## src/hw/tpc_pkg.sv

```systemverilog
package tpc_pkg;
  // Register word indices (printed offsets are not all multiples of four,
  // so they are kept as indices)
  localparam logic [7:0] TPC_IDX_LINK_STD = 8'h20;
  localparam logic [7:0] TPC_IDX_JA_CFG = 8'h21;
  localparam logic [7:0] TPC_IDX_TX_CFG0 = 8'h22;
  localparam logic [7:0] TPC_IDX_JIT_MEAS = 8'h30;

  // Field positions
  localparam int TPC_BIT_STD = 0;
  localparam int TPC_BIT_MEAS_MODE = 5;
  localparam int TPC_BIT_LIMIT = 4;
  localparam int TPC_BIT_JA_EN = 3;
  localparam int TPC_BIT_DEPTH = 1;
  localparam int TPC_BIT_BW = 0;
  localparam int TPC_BIT_TX_OFF = 4;
  localparam int TPC_BIT_INV = 3;
  localparam int TPC_BIT_EDGE = 2;
  localparam int TPC_BIT_MODE = 0;

  // Reset values
  localparam logic [7:0] TPC_RST_LINK_STD = 8'h00;
  localparam logic [7:0] TPC_RST_JA_CFG = 8'h10;
  localparam logic [7:0] TPC_RST_TX_CFG0 = 8'h00;

  // Buffer depths per depth code
  localparam int TPC_DEPTH_128 = 128;
  localparam int TPC_DEPTH_64 = 64;
  localparam int TPC_DEPTH_32 = 32;

  // Corner frequencies in millihertz, reported for the shaping loop
  localparam logic [15:0] TPC_BW_T1_NARROWLESS = 16'h1388; // 5000 mHz
  localparam logic [15:0] TPC_BW_E1_NORM = 16'h1A72; // 6770 mHz
  localparam logic [15:0] TPC_BW_T1_LOW = 16'h04EC; // 1260 mHz
  localparam logic [15:0] TPC_BW_E1_LOW = 16'h0366; // 870 mHz

  typedef enum logic [1:0] {
    TPC_MD_ZS = 2'b00,
    TPC_MD_AMI = 2'b01,
    TPC_MD_DUAL = 2'b10,
    TPC_MD_DUAL2 = 2'b11
  } tpc_mode_t;

  // Byte address of a register index
  function automatic logic [9:0] tpc_addr(input logic [7:0] idx);
    tpc_addr = {idx, 2'b00};
  endfunction

  // Buffer depth of a depth code
  function automatic logic [7:0] tpc_depth(input logic [1:0] code);
    case (code)
      2'b00: tpc_depth = 8'(TPC_DEPTH_128);
      2'b01: tpc_depth = 8'(TPC_DEPTH_64);
      default: tpc_depth = 8'(TPC_DEPTH_32);
    endcase
  endfunction
endpackage

```

## src/hw/tpc_top.sv

```systemverilog
// The implementer's own choice: the AHB-Lite interface to the registers.
`timescale 1ns/100ps
module tpc_top
  import tpc_pkg::*;
  #(parameter int BUF_MAX = 128)
  (
  // Clock and reset
  input wire logic CLK_I,
  input wire logic ARST_N_I,
  // AHB-Lite slave
  input wire logic HSEL_I,
  input wire logic [31:0] HADDR_I,
  input wire logic [1:0] HTRANS_I,
  input wire logic HWRITE_I,
  input wire logic [2:0] HSIZE_I,
  input wire logic [31:0] HWDATA_I,
  input wire logic HREADY_I,
  output logic [31:0] HRDATA_O,
  output logic HREADYOUT_O,
  output logic HRESP_O,
  // Framer side
  input wire logic TX_CLK_I,
  input wire logic TX_DATA_I,
  input wire logic TX_POS_I,
  input wire logic TX_NEG_I,
  // Line side
  output logic LINE_POS_O,
  output logic LINE_NEG_O,
  output logic LINE_OE_O,
  output logic TX_POWER_DOWN_O,
  output logic [15:0] CORNER_MHZ_O
  );
  import tpc_pkg::*;

  initial
  begin
    if (BUF_MAX != TPC_DEPTH_128)
    begin
      $error("tpc_top buffer must hold 128 bits");
    end
  end

  // Configuration registers
  logic [7:0] link_standard_select_reg;
  logic [7:0] tx_jitter_attenuator_config;
  logic [7:0] tx_config_zero;
  logic link_standard_select;
  logic jitter_measure_mode;
  logic wide_bandwidth_limit;
  logic attenuator_enable;
  logic [1:0] attenuator_depth;
  logic attenuator_bandwidth;
  logic tx_off;
  logic transmit_data_invert;
  logic transmit_clock_edge_select;
  logic [1:0] transmitter_stage_mode;

  assign link_standard_select = link_standard_select_reg[TPC_BIT_STD];
  assign jitter_measure_mode = tx_jitter_attenuator_config[TPC_BIT_MEAS_MODE];
  assign wide_bandwidth_limit = tx_jitter_attenuator_config[TPC_BIT_LIMIT];
  assign attenuator_enable = tx_jitter_attenuator_config[TPC_BIT_JA_EN];
  assign attenuator_depth = tx_jitter_attenuator_config[TPC_BIT_DEPTH +: 2];
  assign attenuator_bandwidth = tx_jitter_attenuator_config[TPC_BIT_BW];
  assign tx_off = tx_config_zero[TPC_BIT_TX_OFF];
  assign transmit_data_invert = tx_config_zero[TPC_BIT_INV];
  assign transmit_clock_edge_select = tx_config_zero[TPC_BIT_EDGE];
  assign transmitter_stage_mode = tx_config_zero[TPC_BIT_MODE +: 2];

  // Bus address phase capture
  logic wr_pend;
  logic rd_pend;
  logic [9:0] ph_addr;
  logic take;
  assign take = HSEL_I && HREADY_I && HTRANS_I[1];

  always_ff @(posedge CLK_I or negedge ARST_N_I)
  begin
    if (!ARST_N_I)
    begin
      wr_pend <= 1'b0;
      rd_pend <= 1'b0;
      ph_addr <= '0;
    end
    else
    begin
      wr_pend <= take && HWRITE_I;
      rd_pend <= take && !HWRITE_I;
      if (take)
      begin
        ph_addr <= HADDR_I[9:0];
      end
    end
  end

  // Zero wait states, always OKAY
  assign HREADYOUT_O = 1'b1;
  assign HRESP_O = 1'b0;

  // Register writes; reserved bits kept zero
  always_ff @(posedge CLK_I or negedge ARST_N_I)
  begin
    if (!ARST_N_I)
    begin
      link_standard_select_reg <= TPC_RST_LINK_STD;
      tx_jitter_attenuator_config <= TPC_RST_JA_CFG;
      tx_config_zero <= TPC_RST_TX_CFG0;
    end
    else if (wr_pend)
    begin
      if (ph_addr == tpc_addr(TPC_IDX_LINK_STD))
      begin
        link_standard_select_reg <= {7'h00, HWDATA_I[0]};
      end
      if (ph_addr == tpc_addr(TPC_IDX_JA_CFG))
      begin
        tx_jitter_attenuator_config <= {2'b00, HWDATA_I[5:0]};
      end
      if (ph_addr == tpc_addr(TPC_IDX_TX_CFG0))
      begin
        tx_config_zero <= {3'b000, HWDATA_I[4:0]};
      end
    end
  end

  // Transmit clock and both rails synchronised as one group; data synchronised on its own
  logic [2:0] pin_sync;
  logic tclk_s;
  logic tclk_d;
  logic tx_edge;
  tpc_sync #(.WIDTH(3)) u_sync_clk (
    .clk_i(CLK_I),
    .arst_n_i(ARST_N_I),
    .raw_i({TX_CLK_I, TX_POS_I, TX_NEG_I}),
    .level_o(pin_sync)
  );
  logic [2:0] sync_dat;
  tpc_sync #(.WIDTH(1)) u_sync_dat (
    .clk_i(CLK_I),
    .arst_n_i(ARST_N_I),
    .raw_i(TX_DATA_I),
    .level_o(sync_dat[0])
  );
  assign sync_dat[2:1] = pin_sync[1:0];
  assign tclk_s = pin_sync[2];

  always_ff @(posedge CLK_I or negedge ARST_N_I)
  begin
    if (!ARST_N_I)
    begin
      tclk_d <= 1'b0;
    end
    else
    begin
      tclk_d <= tclk_s;
    end
  end

  // Chosen edge of the transmit clock
  assign tx_edge = transmit_clock_edge_select ? (tclk_s && !tclk_d)
                                              : (!tclk_s && tclk_d);

  // Sampled and polarity-corrected input
  logic s_data;
  logic s_pos;
  logic s_neg;
  always_ff @(posedge CLK_I or negedge ARST_N_I)
  begin
    if (!ARST_N_I)
    begin
      s_data <= 1'b0;
      s_pos <= 1'b0;
      s_neg <= 1'b0;
    end
    else if (tx_edge)
    begin
      s_data <= sync_dat[0] ^ transmit_data_invert;
      s_pos <= sync_dat[2] ^ transmit_data_invert;
      s_neg <= sync_dat[1] ^ transmit_data_invert;
    end
  end

  // Bit strobe one cycle after the sampling edge
  logic bit_en;
  always_ff @(posedge CLK_I or negedge ARST_N_I)
  begin
    if (!ARST_N_I)
    begin
      bit_en <= 1'b0;
    end
    else
    begin
      bit_en <= tx_edge;
    end
  end

  logic enc_pos;
  logic enc_neg;
  tpc_encoder u_enc (
    .clk_i(CLK_I),
    .arst_n_i(ARST_N_I),
    .bit_en_i(bit_en),
    .data_i(s_data),
    .pos_i(s_pos),
    .neg_i(s_neg),
    .mode_i(transmitter_stage_mode),
    .t1_i(link_standard_select),
    .pos_o(enc_pos),
    .neg_o(enc_neg)
  );

  // Elastic buffer; a fixed fill delay stands for the attenuator
  logic [1:0] buf_mem [BUF_MAX];
  logic [6:0] wr_ptr;
  logic [7:0] depth;
  logic [7:0] half;
  logic [6:0] rd_ptr;
  assign depth = tpc_depth(attenuator_depth);
  assign half = depth >> 1;
  assign rd_ptr = wr_ptr - half[6:0];

  always_ff @(posedge CLK_I)
  begin
    if (bit_en)
    begin
      buf_mem[wr_ptr] <= {enc_pos, enc_neg};
    end
  end

  always_ff @(posedge CLK_I or negedge ARST_N_I)
  begin
    if (!ARST_N_I)
    begin
      wr_ptr <= '0;
    end
    else if (bit_en)
    begin
      wr_ptr <= wr_ptr + 7'd1;
    end
  end

  // Line output; power-down floats the driver
  logic [1:0] ja_out;
  always_ff @(posedge CLK_I or negedge ARST_N_I)
  begin
    if (!ARST_N_I)
    begin
      ja_out <= '0;
    end
    else if (bit_en)
    begin
      ja_out <= attenuator_enable ? buf_mem[rd_ptr] : {enc_pos, enc_neg};
    end
  end

  assign LINE_POS_O = ja_out[1] && !tx_off;
  assign LINE_NEG_O = ja_out[0] && !tx_off;
  assign LINE_OE_O = !tx_off;
  assign TX_POWER_DOWN_O = tx_off;

  // Corner frequency report
  always_ff @(posedge CLK_I or negedge ARST_N_I)
  begin
    if (!ARST_N_I)
    begin
      CORNER_MHZ_O <= '0;
    end
    else
    begin
      case ({attenuator_bandwidth, link_standard_select})
        2'b00: CORNER_MHZ_O <= TPC_BW_E1_NORM;
        2'b01: CORNER_MHZ_O <= TPC_BW_T1_NARROWLESS;
        2'b10: CORNER_MHZ_O <= TPC_BW_E1_LOW;
        default: CORNER_MHZ_O <= TPC_BW_T1_LOW;
      endcase
    end
  end

  // Jitter measure: clock cycles between bit strobes, deviation from last
  logic [7:0] period_cnt;
  logic [7:0] last_period;
  logic [7:0] dev;
  logic [7:0] jit_meas;
  logic meas_read;
  assign dev = (period_cnt > last_period) ? period_cnt - last_period
                                          : last_period - period_cnt;
  assign meas_read = rd_pend && ph_addr == tpc_addr(TPC_IDX_JIT_MEAS);

  always_ff @(posedge CLK_I or negedge ARST_N_I)
  begin
    if (!ARST_N_I)
    begin
      period_cnt <= '0;
      last_period <= '0;
      jit_meas <= '0;
    end
    else
    begin
      period_cnt <= bit_en ? 8'd1 : period_cnt + 8'd1;
      if (bit_en)
      begin
        last_period <= period_cnt;
        if (!jitter_measure_mode)
        begin
          jit_meas <= dev;
        end
        else if (meas_read)
        begin
          jit_meas <= dev;
        end
        else if (dev > jit_meas)
        begin
          jit_meas <= dev;
        end
      end
      else if (meas_read && jitter_measure_mode)
      begin
        jit_meas <= '0;
      end
    end
  end

  // Read data mux; unmapped reads as zero
  always_comb
  begin
    HRDATA_O = 32'h0000_0000;
    if (rd_pend)
    begin
      if (ph_addr == tpc_addr(TPC_IDX_LINK_STD))
      begin
        HRDATA_O = {24'h00_0000, link_standard_select_reg};
      end
      else if (ph_addr == tpc_addr(TPC_IDX_JA_CFG))
      begin
        HRDATA_O = {24'h00_0000, tx_jitter_attenuator_config};
      end
      else if (ph_addr == tpc_addr(TPC_IDX_TX_CFG0))
      begin
        HRDATA_O = {24'h00_0000, tx_config_zero};
      end
      else if (ph_addr == tpc_addr(TPC_IDX_JIT_MEAS))
      begin
        HRDATA_O = {24'h00_0000, jit_meas};
      end
    end
  end

  // Checks
  AST_STD_RESET: assert property (@(posedge CLK_I) $rose(ARST_N_I) |-> !link_standard_select)
    else $error("standard select not E1 after reset");
  AST_LIMIT_RESET: assert property (@(posedge CLK_I) $rose(ARST_N_I) |-> wide_bandwidth_limit)
    else $error("limit bit not set after reset");
  AST_OE_OFF: assert property (@(posedge CLK_I) disable iff (!ARST_N_I) tx_off |-> !LINE_OE_O && !LINE_POS_O && !LINE_NEG_O)
    else $error("driver active while powered down");
  AST_RISE: assert property (@(posedge CLK_I) disable iff (!ARST_N_I) tx_edge && transmit_clock_edge_select |-> tclk_s && !tclk_d)
    else $error("wrong sampling edge");
  AST_FALL: assert property (@(posedge CLK_I) disable iff (!ARST_N_I) tx_edge && !transmit_clock_edge_select |-> $fell(tclk_s))
    else $error("wrong sampling edge");
  AST_INV: assert property (@(posedge CLK_I) disable iff (!ARST_N_I) tx_edge && $stable(transmit_data_invert) |=> s_data == ($past(sync_dat[0]) ^ transmit_data_invert))
    else $error("data polarity wrong");
  AST_DEPTH: assert property (@(posedge CLK_I) disable iff (!ARST_N_I) attenuator_depth == 2'b01 |-> depth == 8'd64)
    else $error("depth code wrong");
  AST_CORNER: assert property (@(posedge CLK_I) disable iff (!ARST_N_I) $stable({attenuator_bandwidth, link_standard_select}) && !attenuator_bandwidth && link_standard_select |=> CORNER_MHZ_O == TPC_BW_T1_NARROWLESS)
    else $error("corner frequency wrong");
  AST_BYPASS: assert property (@(posedge CLK_I) disable iff (!ARST_N_I) bit_en && !attenuator_enable |=> ja_out == $past({enc_pos, enc_neg}))
    else $error("bypass path altered data");
  AST_REALTIME: assert property (@(posedge CLK_I) disable iff (!ARST_N_I) bit_en && !jitter_measure_mode |=> jit_meas == $past(dev))
    else $error("real time jitter not refreshed");
  COV_WRITE: cover property (@(posedge CLK_I) wr_pend);
  COV_JA: cover property (@(posedge CLK_I) bit_en && attenuator_enable);
  COV_DUAL: cover property (@(posedge CLK_I) bit_en && transmitter_stage_mode[1]);
  COV_OFF: cover property (@(posedge CLK_I) tx_off);
endmodule

```

## src/hw/tpc_sync.sv

```systemverilog
`timescale 1ns/100ps
module tpc_sync
  #(parameter int WIDTH = 3)
  (
  // Clock and reset
  input wire logic clk_i,
  input wire logic arst_n_i,
  // Raw and filtered level
  input wire logic [WIDTH-1:0] raw_i,
  output logic [WIDTH-1:0] level_o
  );
  logic [WIDTH-1:0] stage1;
  logic [WIDTH-1:0] stage2;
  logic [WIDTH-1:0] stage3;

  initial
  begin
    if (WIDTH < 1)
    begin
      $error("tpc_sync width must be positive");
    end
  end

  // Three flops; change accepted once second and third agree
  always_ff @(posedge clk_i or negedge arst_n_i)
  begin
    if (!arst_n_i)
    begin
      stage1 <= '0;
      stage2 <= '0;
      stage3 <= '0;
      level_o <= '0;
    end
    else
    begin
      stage1 <= raw_i;
      stage2 <= stage1;
      stage3 <= stage2;
      for (int i = 0; i < WIDTH; i++)
      begin
        if (stage2[i] == stage3[i])
        begin
          level_o[i] <= stage3[i];
        end
      end
    end
  end
endmodule

```

## src/hw/tpc_encoder.sv

```systemverilog
`timescale 1ns/100ps
module tpc_encoder
  import tpc_pkg::*;
  (
  // Clock and reset
  input wire logic clk_i,
  input wire logic arst_n_i,
  // Bit strobe and data
  input wire logic bit_en_i,
  input wire logic data_i,
  input wire logic pos_i,
  input wire logic neg_i,
  // Configuration
  input wire logic [1:0] mode_i,
  input wire logic t1_i,
  // Encoded rails
  output logic pos_o,
  output logic neg_o
  );
  logic last_pol;
  logic [2:0] zeros;
  logic ones_odd;
  logic [6:0] pend_p;
  logic [6:0] pend_n;

  // Zero-run substitution; output delayed seven bits so B8ZS can rewrite
  // the whole run, which keeps the delay equal in HDB3 and AMI modes
  always_ff @(posedge clk_i or negedge arst_n_i)
  begin
    if (!arst_n_i)
    begin
      last_pol <= 1'b0;
      zeros <= '0;
      ones_odd <= 1'b0;
      pend_p <= '0;
      pend_n <= '0;
      pos_o <= 1'b0;
      neg_o <= 1'b0;
    end
    else if (bit_en_i)
    begin
      pos_o <= pend_p[6];
      neg_o <= pend_n[6];
      if (mode_i[1])
      begin
        // Dual rail bypass
        pend_p <= {pend_p[5:0], pos_i};
        pend_n <= {pend_n[5:0], neg_i};
      end
      else if (data_i)
      begin
        last_pol <= ~last_pol;
        zeros <= '0;
        ones_odd <= ~ones_odd;
        pend_p <= {pend_p[5:0], ~last_pol};
        pend_n <= {pend_n[5:0], last_pol};
      end
      else if (mode_i == 2'b00 && !t1_i && zeros == 3'd3)
      begin
        // HDB3: 000V or B00V
        zeros <= '0;
        ones_odd <= 1'b0;
        if (ones_odd)
        begin
          pend_p <= {pend_p[5:0], last_pol};
          pend_n <= {pend_n[5:0], ~last_pol};
        end
        else
        begin
          last_pol <= ~last_pol;
          pend_p <= {pend_p[5:3], ~last_pol, 2'b00, ~last_pol};
          pend_n <= {pend_n[5:3], last_pol, 2'b00, last_pol};
        end
      end
      else if (mode_i == 2'b00 && t1_i && zeros == 3'd7)
      begin
        // B8ZS: 000VB0VB on last pulse polarity
        zeros <= '0;
        // First zero of the run leaves now; the other seven are rewritten
        pend_p <= {2'b00, last_pol, ~last_pol, 1'b0, ~last_pol, last_pol};
        pend_n <= {2'b00, ~last_pol, last_pol, 1'b0, last_pol, ~last_pol};
        pos_o <= 1'b0;
        neg_o <= 1'b0;
      end
      else
      begin
        zeros <= zeros + 3'd1;
        pend_p <= {pend_p[5:0], 1'b0};
        pend_n <= {pend_n[5:0], 1'b0};
      end
    end
  end
endmodule

```

## config.mk

```make
export PLATFORM = sky130hd
export DESIGN_NAME = tpc_top
export DESIGN_NICKNAME = d
export VERILOG_FILES = /design/src/hw/tpc_pkg.sv /design/src/hw/tpc_top.sv /design/src/hw/tpc_sync.sv /design/src/hw/tpc_encoder.sv
export SDC_FILE = /design/constraint.sdc
export NUM_CORES = 1
export LEC_CHECK = 0
export ABC_AREA = 1
export BUFFER_PORTS_ARGS = -buffer_cell sky130_fd_sc_hd__buf_2
export CAP_MARGIN = 20
export CORE_MARGIN = 2
export CORE_UTILIZATION = 40
export CTS_BUF_LIST = sky130_fd_sc_hd__clkbuf_8 sky130_fd_sc_hd__clkbuf_16
export CTS_CLUSTER_DIAMETER = 50
export DETAILED_ROUTE_END_ITERATION = 8
export GPL_ROUTABILITY_DRIVEN = 0
export HOLD_SLACK_MARGIN = 0.06
export PLACE_DENSITY = 0.62
export SLEW_MARGIN = 25
export SYNTH_ARGS = -nofsm -noshare
export SYNTH_HDL_FRONTEND = slang
export SYNTH_SLANG_ARGS = --single-unit
```

## constraint.sdc

```tcl
create_clock -name CLK_I -period 4.15 [get_ports CLK_I]
set_clock_uncertainty 0.05 [all_clocks]
set_input_delay 0 -clock CLK_I [delete_from_list [all_inputs] [get_ports CLK_I]]
set_output_delay 0 -clock CLK_I [all_outputs]
set_load 0.02 [all_outputs]
```

==> results.py, run 1 <==
metrics = {
    "global_routing": {
        "antenna_found_initial": 0,
        "grt_pass1_vias": 11900,
        "grt_max_degree": 178,
        "grt_pass1_wl_um": 61200,
        "overflow": 0,
        "grtUsageTotal_pct": 17.6,
    },
    "clock_network": {
        "cts.clk_slew.worst_paths_ns": 0.06,
        "h-tree-depth": 2,
        "root_buffer": "clkbuf_16",
        "max-clock-path-buffers": 3,
        "ctsHoldBuffers": 32,
        "insertion_delay_ns": 0.57,
        "tritoncts": "built",
        "cts.sinks": 364,
        "cts_resized": 0,
        "cts-buffers-inserted": 44,
        "postCtsSetupRepairBufs": 0,
    },
    "yosys": {
        "yosys-top-cells-area": "edfxtp_1 44%, dfrtp_1 15%, nand2_1 9.5%, inv_1 6.4%, nor2_1 5.2%",
        "synth_common_cells": "440 x nand2_1, 296 x inv_1, 256 x edfxtp_1",
        "synth_warnings": 0,
        "avgSynthCellArea_um2": 9.28,
        "synthFlopType": "edfxtp_1",
        "yosys_register_bits": 364,
        "synthDistinctLibCells": 44,
        "syn_area_um2": 17400,
        "netlist.area_leader.share_pct": 44.3,
        "yosys.area.top_type": "edfxtp_1",
        "yosysMostFrequentCell": "nand2_1",
        "seq_area_frac_synth_pct": 59.9,
        "synth-edff-count": 256,
        "synthCells": 1871,
        "async_flop_share_pct": 29.7,
    },
    "sta": {
        "worst_pin_slew_ns": 0.932,
        "rsz0062_at_grt": "false",
        "clock.fmax_ghz": 0.282,
        "setup_viol": 0,
        "relSlewSlack_pct": 37.7,
        "setup_tns_ns": 0,
        "finalMaxSlewViolations": 0,
        "min_period_over_period_pct": 85.3,
        "finalHoldViolCount": 0,
        "post-route-min-period_ns": 3.54,
    },
    "layout": {
        "n_antenna_cell": 0,
        "finish.utilization_pct": 46.4,
        "fill_cells": 4147,
        "largest_reg_flops": 256,
        "area_delta_synth_final_pct": 14.8,
        "reg_top3": "buf_mem: 256 flops, ph_addr: 10 flops, CORNER_MHZ_O: 9 flops",
        "drive_gt1_share_pct": 9.47,
        "regMostFlops": "buf_mem",
        "final_nets": 2054,
    },
    "routing": {
        "drc": 0,
        "drt_iter0_markers": 858,
        "drt-pass1-iter-count": 5,
        "vias": 12100,
        "wl_per_cell_um": 15.0,
        "drt_wl_total_um": 38500,
        "vias_per_cell": 4.74,
        "ant_nets": 0,
    },
    "min_path": {
        "min_path_type": "in2reg",
        "worst_hold_path.num_cells": 3,
        "hold_path_end": "ph_addr[5]$_DFFE_PN0P_",
        "worstHoldStart": "HREADY_I",
    },
    "status": {
        "status": "finished, final reports clean",
    },
    "placed_design": {
        "port-buffer-count": 49,
        "post-dp-hpwl_um": 23600,
    },
    "run": {
        "drv_cap": 0,
    },
    "critical_path": {
        "r2r-start": "period_cnt[3]$_DFF_PN0_",
        "startpoint_type": "register",
        "worst-r2r-cell-count": 23,
        "path_max_fanout": 9,
        "crit_path_end_kind": "register",
        "path_class": "reg2reg",
        "worstPathArrival_ns": 3.94,
        "rr_endpoint": "jit_meas[1]$_DFFE_PN0P_",
        "rrSetupSlack_ns": 0.61,
        "crit_required_ns": 4.55,
    },
    "floorplan": {
        "die-area_um2": 45100,
        "fp.coreArea_um2": 43000,
        "io_pins": 132,
        "die_y_um": 212,
        "die_w_um": 212,
        "rows": 76,
        "initial_core_util_pct": 40.4,
    },
    "pwr": {
        "leakage_nw": 8.82,
        "cellPowerDensity_nw_per_um2": 664,
        "peakVddDrop_mv": 0.536,
    },
}
## cells by family (layout without fill, tap and decap cells)
group / after synthesis / after routing / synth area share (%)
buf+inv: 406 / 482 / 9.89
simple gates: 888 / 888 / 21.0
fa+ha+maj: 41 / 41 / 3.03
other cells: 2 / 30 / 0.0433
compound gates: 141 / 141 / 4.62
mux: 5 / 5 / 0.324
xor+xnor: 24 / 24 / 1.21
flops: 364 / 364 / 59.9
## stage by stage
| stage | cell area (um^2) | hold WS [ns] | instances | setup WS (ns) | power (mW) |
|---|---|---|---|---|---|
| after CTS | 19900 | 0.0787 | 2559 | 0.585 | 13.3 |
| after floorplan | 17500 | -0.346 | 1899 | 1.07 | 7.94 |
| after detailed placement | 18000 | 0.0618 | 2445 | 0.610 | 9.18 |
| final | 19900 | 0.101 | 2560 | 0.609 | 13.2 |
| after global placement | 18000 | 0.0583 | 2445 | 0.695 | 9.10 |
| after global routing | 19900 | 0.152 | 2560 | 0.186 | 14.1 |
## area by class of cell
type / count / area (um^2) / area share [%]
clock buffer: 46 / 1150 / 5.77
clock inverter: 36 / 423 / 2.12
inverter: 302 / 1130 / 5.69
multi-input combinational: 1129 / 5360 / 26.9
sequential: 364 / 10400 / 52.2
tap: 585 / 732 / 3.67
timing repair buffer: 98 / 733 / 3.68
## layout by cell type (no fill, tap or decap), types with 4 or more instances in the layout
master and count:
dlygate4sd3_1 32, bufinv_16 8, ha_1 34, buf_4 15, inv_6 4, conb_1 30
mux2_2 5, o21ai_0 57, a31oi_1 5, nand2_1 440, clkinv_2 7, edfxtp_1 256
xor2_1 21, nor3_1 8, o211ai_1 15, clkbuf_16 46, maj3_1 4, dfrtp_1 104
inv_2 4, nand3_1 160, clkinv_1 8, buf_2 48, inv_1 299, a21oi_1 38
nor2_1 239, or2_2 30, nand4_1 5, o21ai_1 8
## layer usage
layer  GRT usage, %  part of all wire (%)  wire [um]  up-vias
met1           21.9                    43      16700     5753
met5              0                     0          0        -
met2           31.1                    49      19000      269
met3           2.88                   4.9       1880       56
met4           5.98                   2.2        865        0
li1               -                     -          -     6050
## worst max-delay path by stage
| stage | from | to | cells after the start |
|---|---|---|---|
| global route | period_cnt[3]$_DFF_PN0_ | jit_meas[1]$_DFFE_PN0P_ | 23 |
| floorplan | period_cnt[0]$_DFF_PN0_ | jit_meas[5]$_DFFE_PN0P_ | 24 |
| detailed placement | period_cnt[0]$_DFF_PN0_ | jit_meas[2]$_DFFE_PN0P_ | 24 |
| finish | period_cnt[3]$_DFF_PN0_ | jit_meas[1]$_DFFE_PN0P_ | 23 |
| global placement | period_cnt[0]$_DFF_PN0_ | jit_meas[7]$_DFFE_PN0P_ | 24 |
| CTS | period_cnt[0]$_DFF_PN0_ | jit_meas[1]$_DFFE_PN0P_ | 24 |
## power breakdown
group          switching [mW]  internal [mW]
sequential              0.254           4.43
combinational            3.06           1.40
clock                    1.55           2.54
total                    4.87           8.36
## worst max-delay path, cell delays in order, from the launching register on
cell      delay (ns)
dfrtp_1         0.39
inv_1           0.09
ha_1            0.44
nand2_1         0.13
o21ai_1         0.23
nand2_1         0.08
o211ai_1        0.09
nand2_1         0.21
inv_2           0.15
nand2_1         0.06
nand2_1         0.08
inv_1           0.06
ha_1            0.29
nand2_1         0.07
nor2_1          0.15
nand2_1         0.07
o211ai_1        0.07
o21ai_0         0.11
nand2_1         0.07
nand2_1         0.06
nand2_2         0.16
inv_1           0.17
nand2_1         0.10
nand2_1         0.06
Power figures use the tool's default switching activity.
==> inputs of run 2 (changes only) <==
--- a/config.mk
+++ b/config.mk
@@ -14,8 +14,10 @@
 export CTS_CLUSTER_DIAMETER = 50
 export DETAILED_ROUTE_END_ITERATION = 8
 export GPL_ROUTABILITY_DRIVEN = 0
+export GPL_TIMING_DRIVEN = 0
 export HOLD_SLACK_MARGIN = 0.06
 export PLACE_DENSITY = 0.62
+export RECOVER_POWER = 25
 export SLEW_MARGIN = 25
 export SYNTH_ARGS = -nofsm -noshare
 export SYNTH_HDL_FRONTEND = slang
==> run 2 against run 1 <==
Effect of this change:
- the run now ends with max-capacitance violations, max-slew violations left
- sequential power is essentially flat
- largest power group is now combinational cells
- worst setup slack lost 0.098 ns
- die area is the same
- global-route usage grew 3.7 points
- total power grew 2.7%
- sequential cell count is the same
- cell area grew 2.0%
- final cell count grew 3.6%
- non-clock buffer count grew 96
- clock power shrank 6.8%
==> results.py, run 2 (same netlist as run 1, synthesis figures left out) <==
metrics = {
    "sta": {
        "finalMaxSlewViolations": 110,
        "min_period_over_period_pct": 87.7,
        "post-route-min-period_ns": 3.64,
        "setup_viol": 0,
        "holdWs_ns": 0.122,
        "relSlewSlack_pct": -24.1,
        "worst_pin_slew_ns": 1.86,
        "finalHoldViolCount": 0,
        "clock.fmax_ghz": 0.275,
        "rsz0062_at_grt": "false",
    },
    "placed_design": {
        "placed_area_um2": 18600,
        "port-buffer-count": 49,
        "post-dp-hpwl_um": 30900,
    },
    "routing": {
        "vias_per_cell": 4.87,
        "wl_per_cell_um": 17.5,
        "ant_nets": 0,
        "drc": 0,
        "drt_wl_total_um": 46400,
        "drt_iter0_markers": 1214,
        "drt-pass1-iter-count": 5,
        "vias": 12900,
    },
    "layout": {
        "n_antenna_cell": 0,
        "stdcell_area_um2": 20300,
        "regMostFlops": "buf_mem",
        "finish.utilization_pct": 47.3,
        "fill_cells": 4113,
        "final_common_cell": "nand2_1",
        "drive_gt1_share_pct": 11.7,
        "multi_input_area_um2": 5360,
        "final_cell_mix": "440 x nand2_1, 306 x inv_1, 256 x edfxtp_1",
        "final_nets": 2149,
        "reg_top3": "buf_mem: 256 flops, ph_addr: 10 flops, CORNER_MHZ_O: 9 flops",
        "seqCellArea_um2": 10400,
        "largest_reg_flops": 256,
        "area_delta_synth_final_pct": 17.1,
    },
    "min_path": {
        "min_path_type": "in2reg",
        "hold_path_end": "rd_pend$_DFF_PN0_",
        "worstHoldStart": "HWRITE_I",
        "worst_hold_path.num_cells": 3,
    },
    "clock_network": {
        "ctsHoldBuffers": 36,
        "max-clock-path-buffers": 3,
        "tritoncts": "built",
        "postCtsSetupRepairBufs": 0,
        "cts-buffers-inserted": 43,
        "insertion_delay_ns": 0.55,
        "cts_resized": 0,
        "cts.clk_slew.worst_paths_ns": 0.06,
        "root_buffer": "clkbuf_16",
        "h-tree-depth": 2,
        "cts.sinks": 364,
    },
    "floorplan": {
        "rows": 76,
        "io_pins": 132,
        "fp.coreArea_um2": 43000,
        "die-area_um2": 45100,
        "die_w_um": 212,
        "die_y_um": 212,
        "initial_core_util_pct": 40.4,
    },
    "critical_path": {
        "worst-r2r-cell-count": 24,
        "r2r-start": "period_cnt[3]$_DFF_PN0_",
        "path_max_fanout": 9,
        "startpoint_type": "register",
        "worstPathArrival_ns": 4.02,
        "rr_endpoint": "jit_meas[7]$_DFFE_PN0P_",
        "crit_chain": "inv_1 > ha_1 > buf_2 > nand2_1 > o21ai_1 > nand2_1 > o211ai_1 > nand2_1 > inv_2 > nand2_1 > nand2_1 > inv_1 > ha_1 > nand2_1 > o21ai_0 > nand2_1 > o211ai_1 > o21ai_0 > nand2_1 > nand2_1 > nand2_2 > inv_1 > nand2_1 > nand2_1",
        "path_class": "reg2reg",
        "crit_required_ns": 4.53,
        "cp_common_cell": "nand2_1",
        "crit_slowest_cell": "dfrtp_1",
        "crit_path_end_kind": "register",
        "slowest_delay_ns": 0.40,
        "rrSetupSlack_ns": 0.51,
    },
    "status": {
        "status": "complete, but fails checks",
        "failed_checks": "max-capacitance violations, max-slew violations",
    },
    "pwr": {
        "cellPowerDensity_nw_per_um2": 668,
        "leakage_nw": 9.15,
        "peakVddDrop_mv": 0.532,
    },
    "global_routing": {
        "overflow": 0,
        "grtUsageTotal_pct": 21.2,
        "grt_max_degree": 77,
        "grt_pass1_vias": 12900,
        "grt_pass1_wl_um": 71900,
        "antenna_found_initial": 0,
    },
    "run": {
        "drv_cap": 2,
    },
}
## run 2: worst max-delay path: cells and delay by family (launching register included)
family | cells | cell delay [ns]
AND/OR/NAND/NOR | 12 | 1.12
AO/OA/AOI/OAI | 5 | 0.67
flip-flops | 1 | 0.40
buffers and inverters | 5 | 0.71
adder cells (fa/ha/maj) | 2 | 0.56
## run 2: power breakdown
group / total [mW] / internal, mW / switching [mW]
sequential: 4.66 / 4.42 / 0.240
clock: 3.81 / 2.29 / 1.52
combinational: 5.12 / 1.54 / 3.57
total: 13.6 / 8.25 / 5.33
## run 2: cell type report
type / instances / share of cell area (%)
well taps: 585 / 3.60
clock inverters: 28 / 1.16
multi-input cells: 1129 / 26.3
plain buffers: 104 / 2.87
flip-flops and latches: 364 / 51.1
repair buffers: 90 / 3.36
inverters: 302 / 5.57
clock buffers: 51 / 6.00
## run 2: worst max-delay path by stage
stage,from,to,slack [ns],cells past startpoint
after floorplan,period_cnt[0]$_DFF_PN0_,jit_meas[5]$_DFFE_PN0P_,1.07,24
after global placement,u_enc.pos_o$_DFFE_PN0P_,buf_mem[109][1]$_DFFE_PP_,-0.002,0
after detailed placement,period_cnt[3]$_DFF_PN0_,jit_meas[1]$_DFFE_PN0P_,0.56,24
after CTS,period_cnt[3]$_DFF_PN0_,jit_meas[7]$_DFFE_PN0P_,0.52,24
after global routing,period_cnt[3]$_DFF_PN0_,jit_meas[4]$_DFFE_PN0P_,0.03,23
final,period_cnt[3]$_DFF_PN0_,jit_meas[7]$_DFFE_PN0P_,0.51,24
## run 2: routing by layer
layer,global-route usage (%),vias to the layer above,part of all wire (%)
met1,27.1,6077,40
met5,0,-,0
met2,35.5,503,47
met3,4.89,108,9.1
li1,-,6229,-
met4,7.60,0,3.5
## run 2: metrics by stage
stage | setup slack, ns | std cells | power (mW) | setup TNS [ns]
6_report | 0.511 | 2653 | 13.6 | 0
5_1_grt | 0.0268 | 2653 | 14.4 | 0
4_1_cts | 0.521 | 2653 | 13.6 | 0
3_5_place_dp | 0.560 | 2538 | 9.73 | 0
3_3_place_gp | -0.00159 | 2533 | 9.66 | -0.0244
2_1_floorplan | 1.07 | 1899 | 7.94 | 0
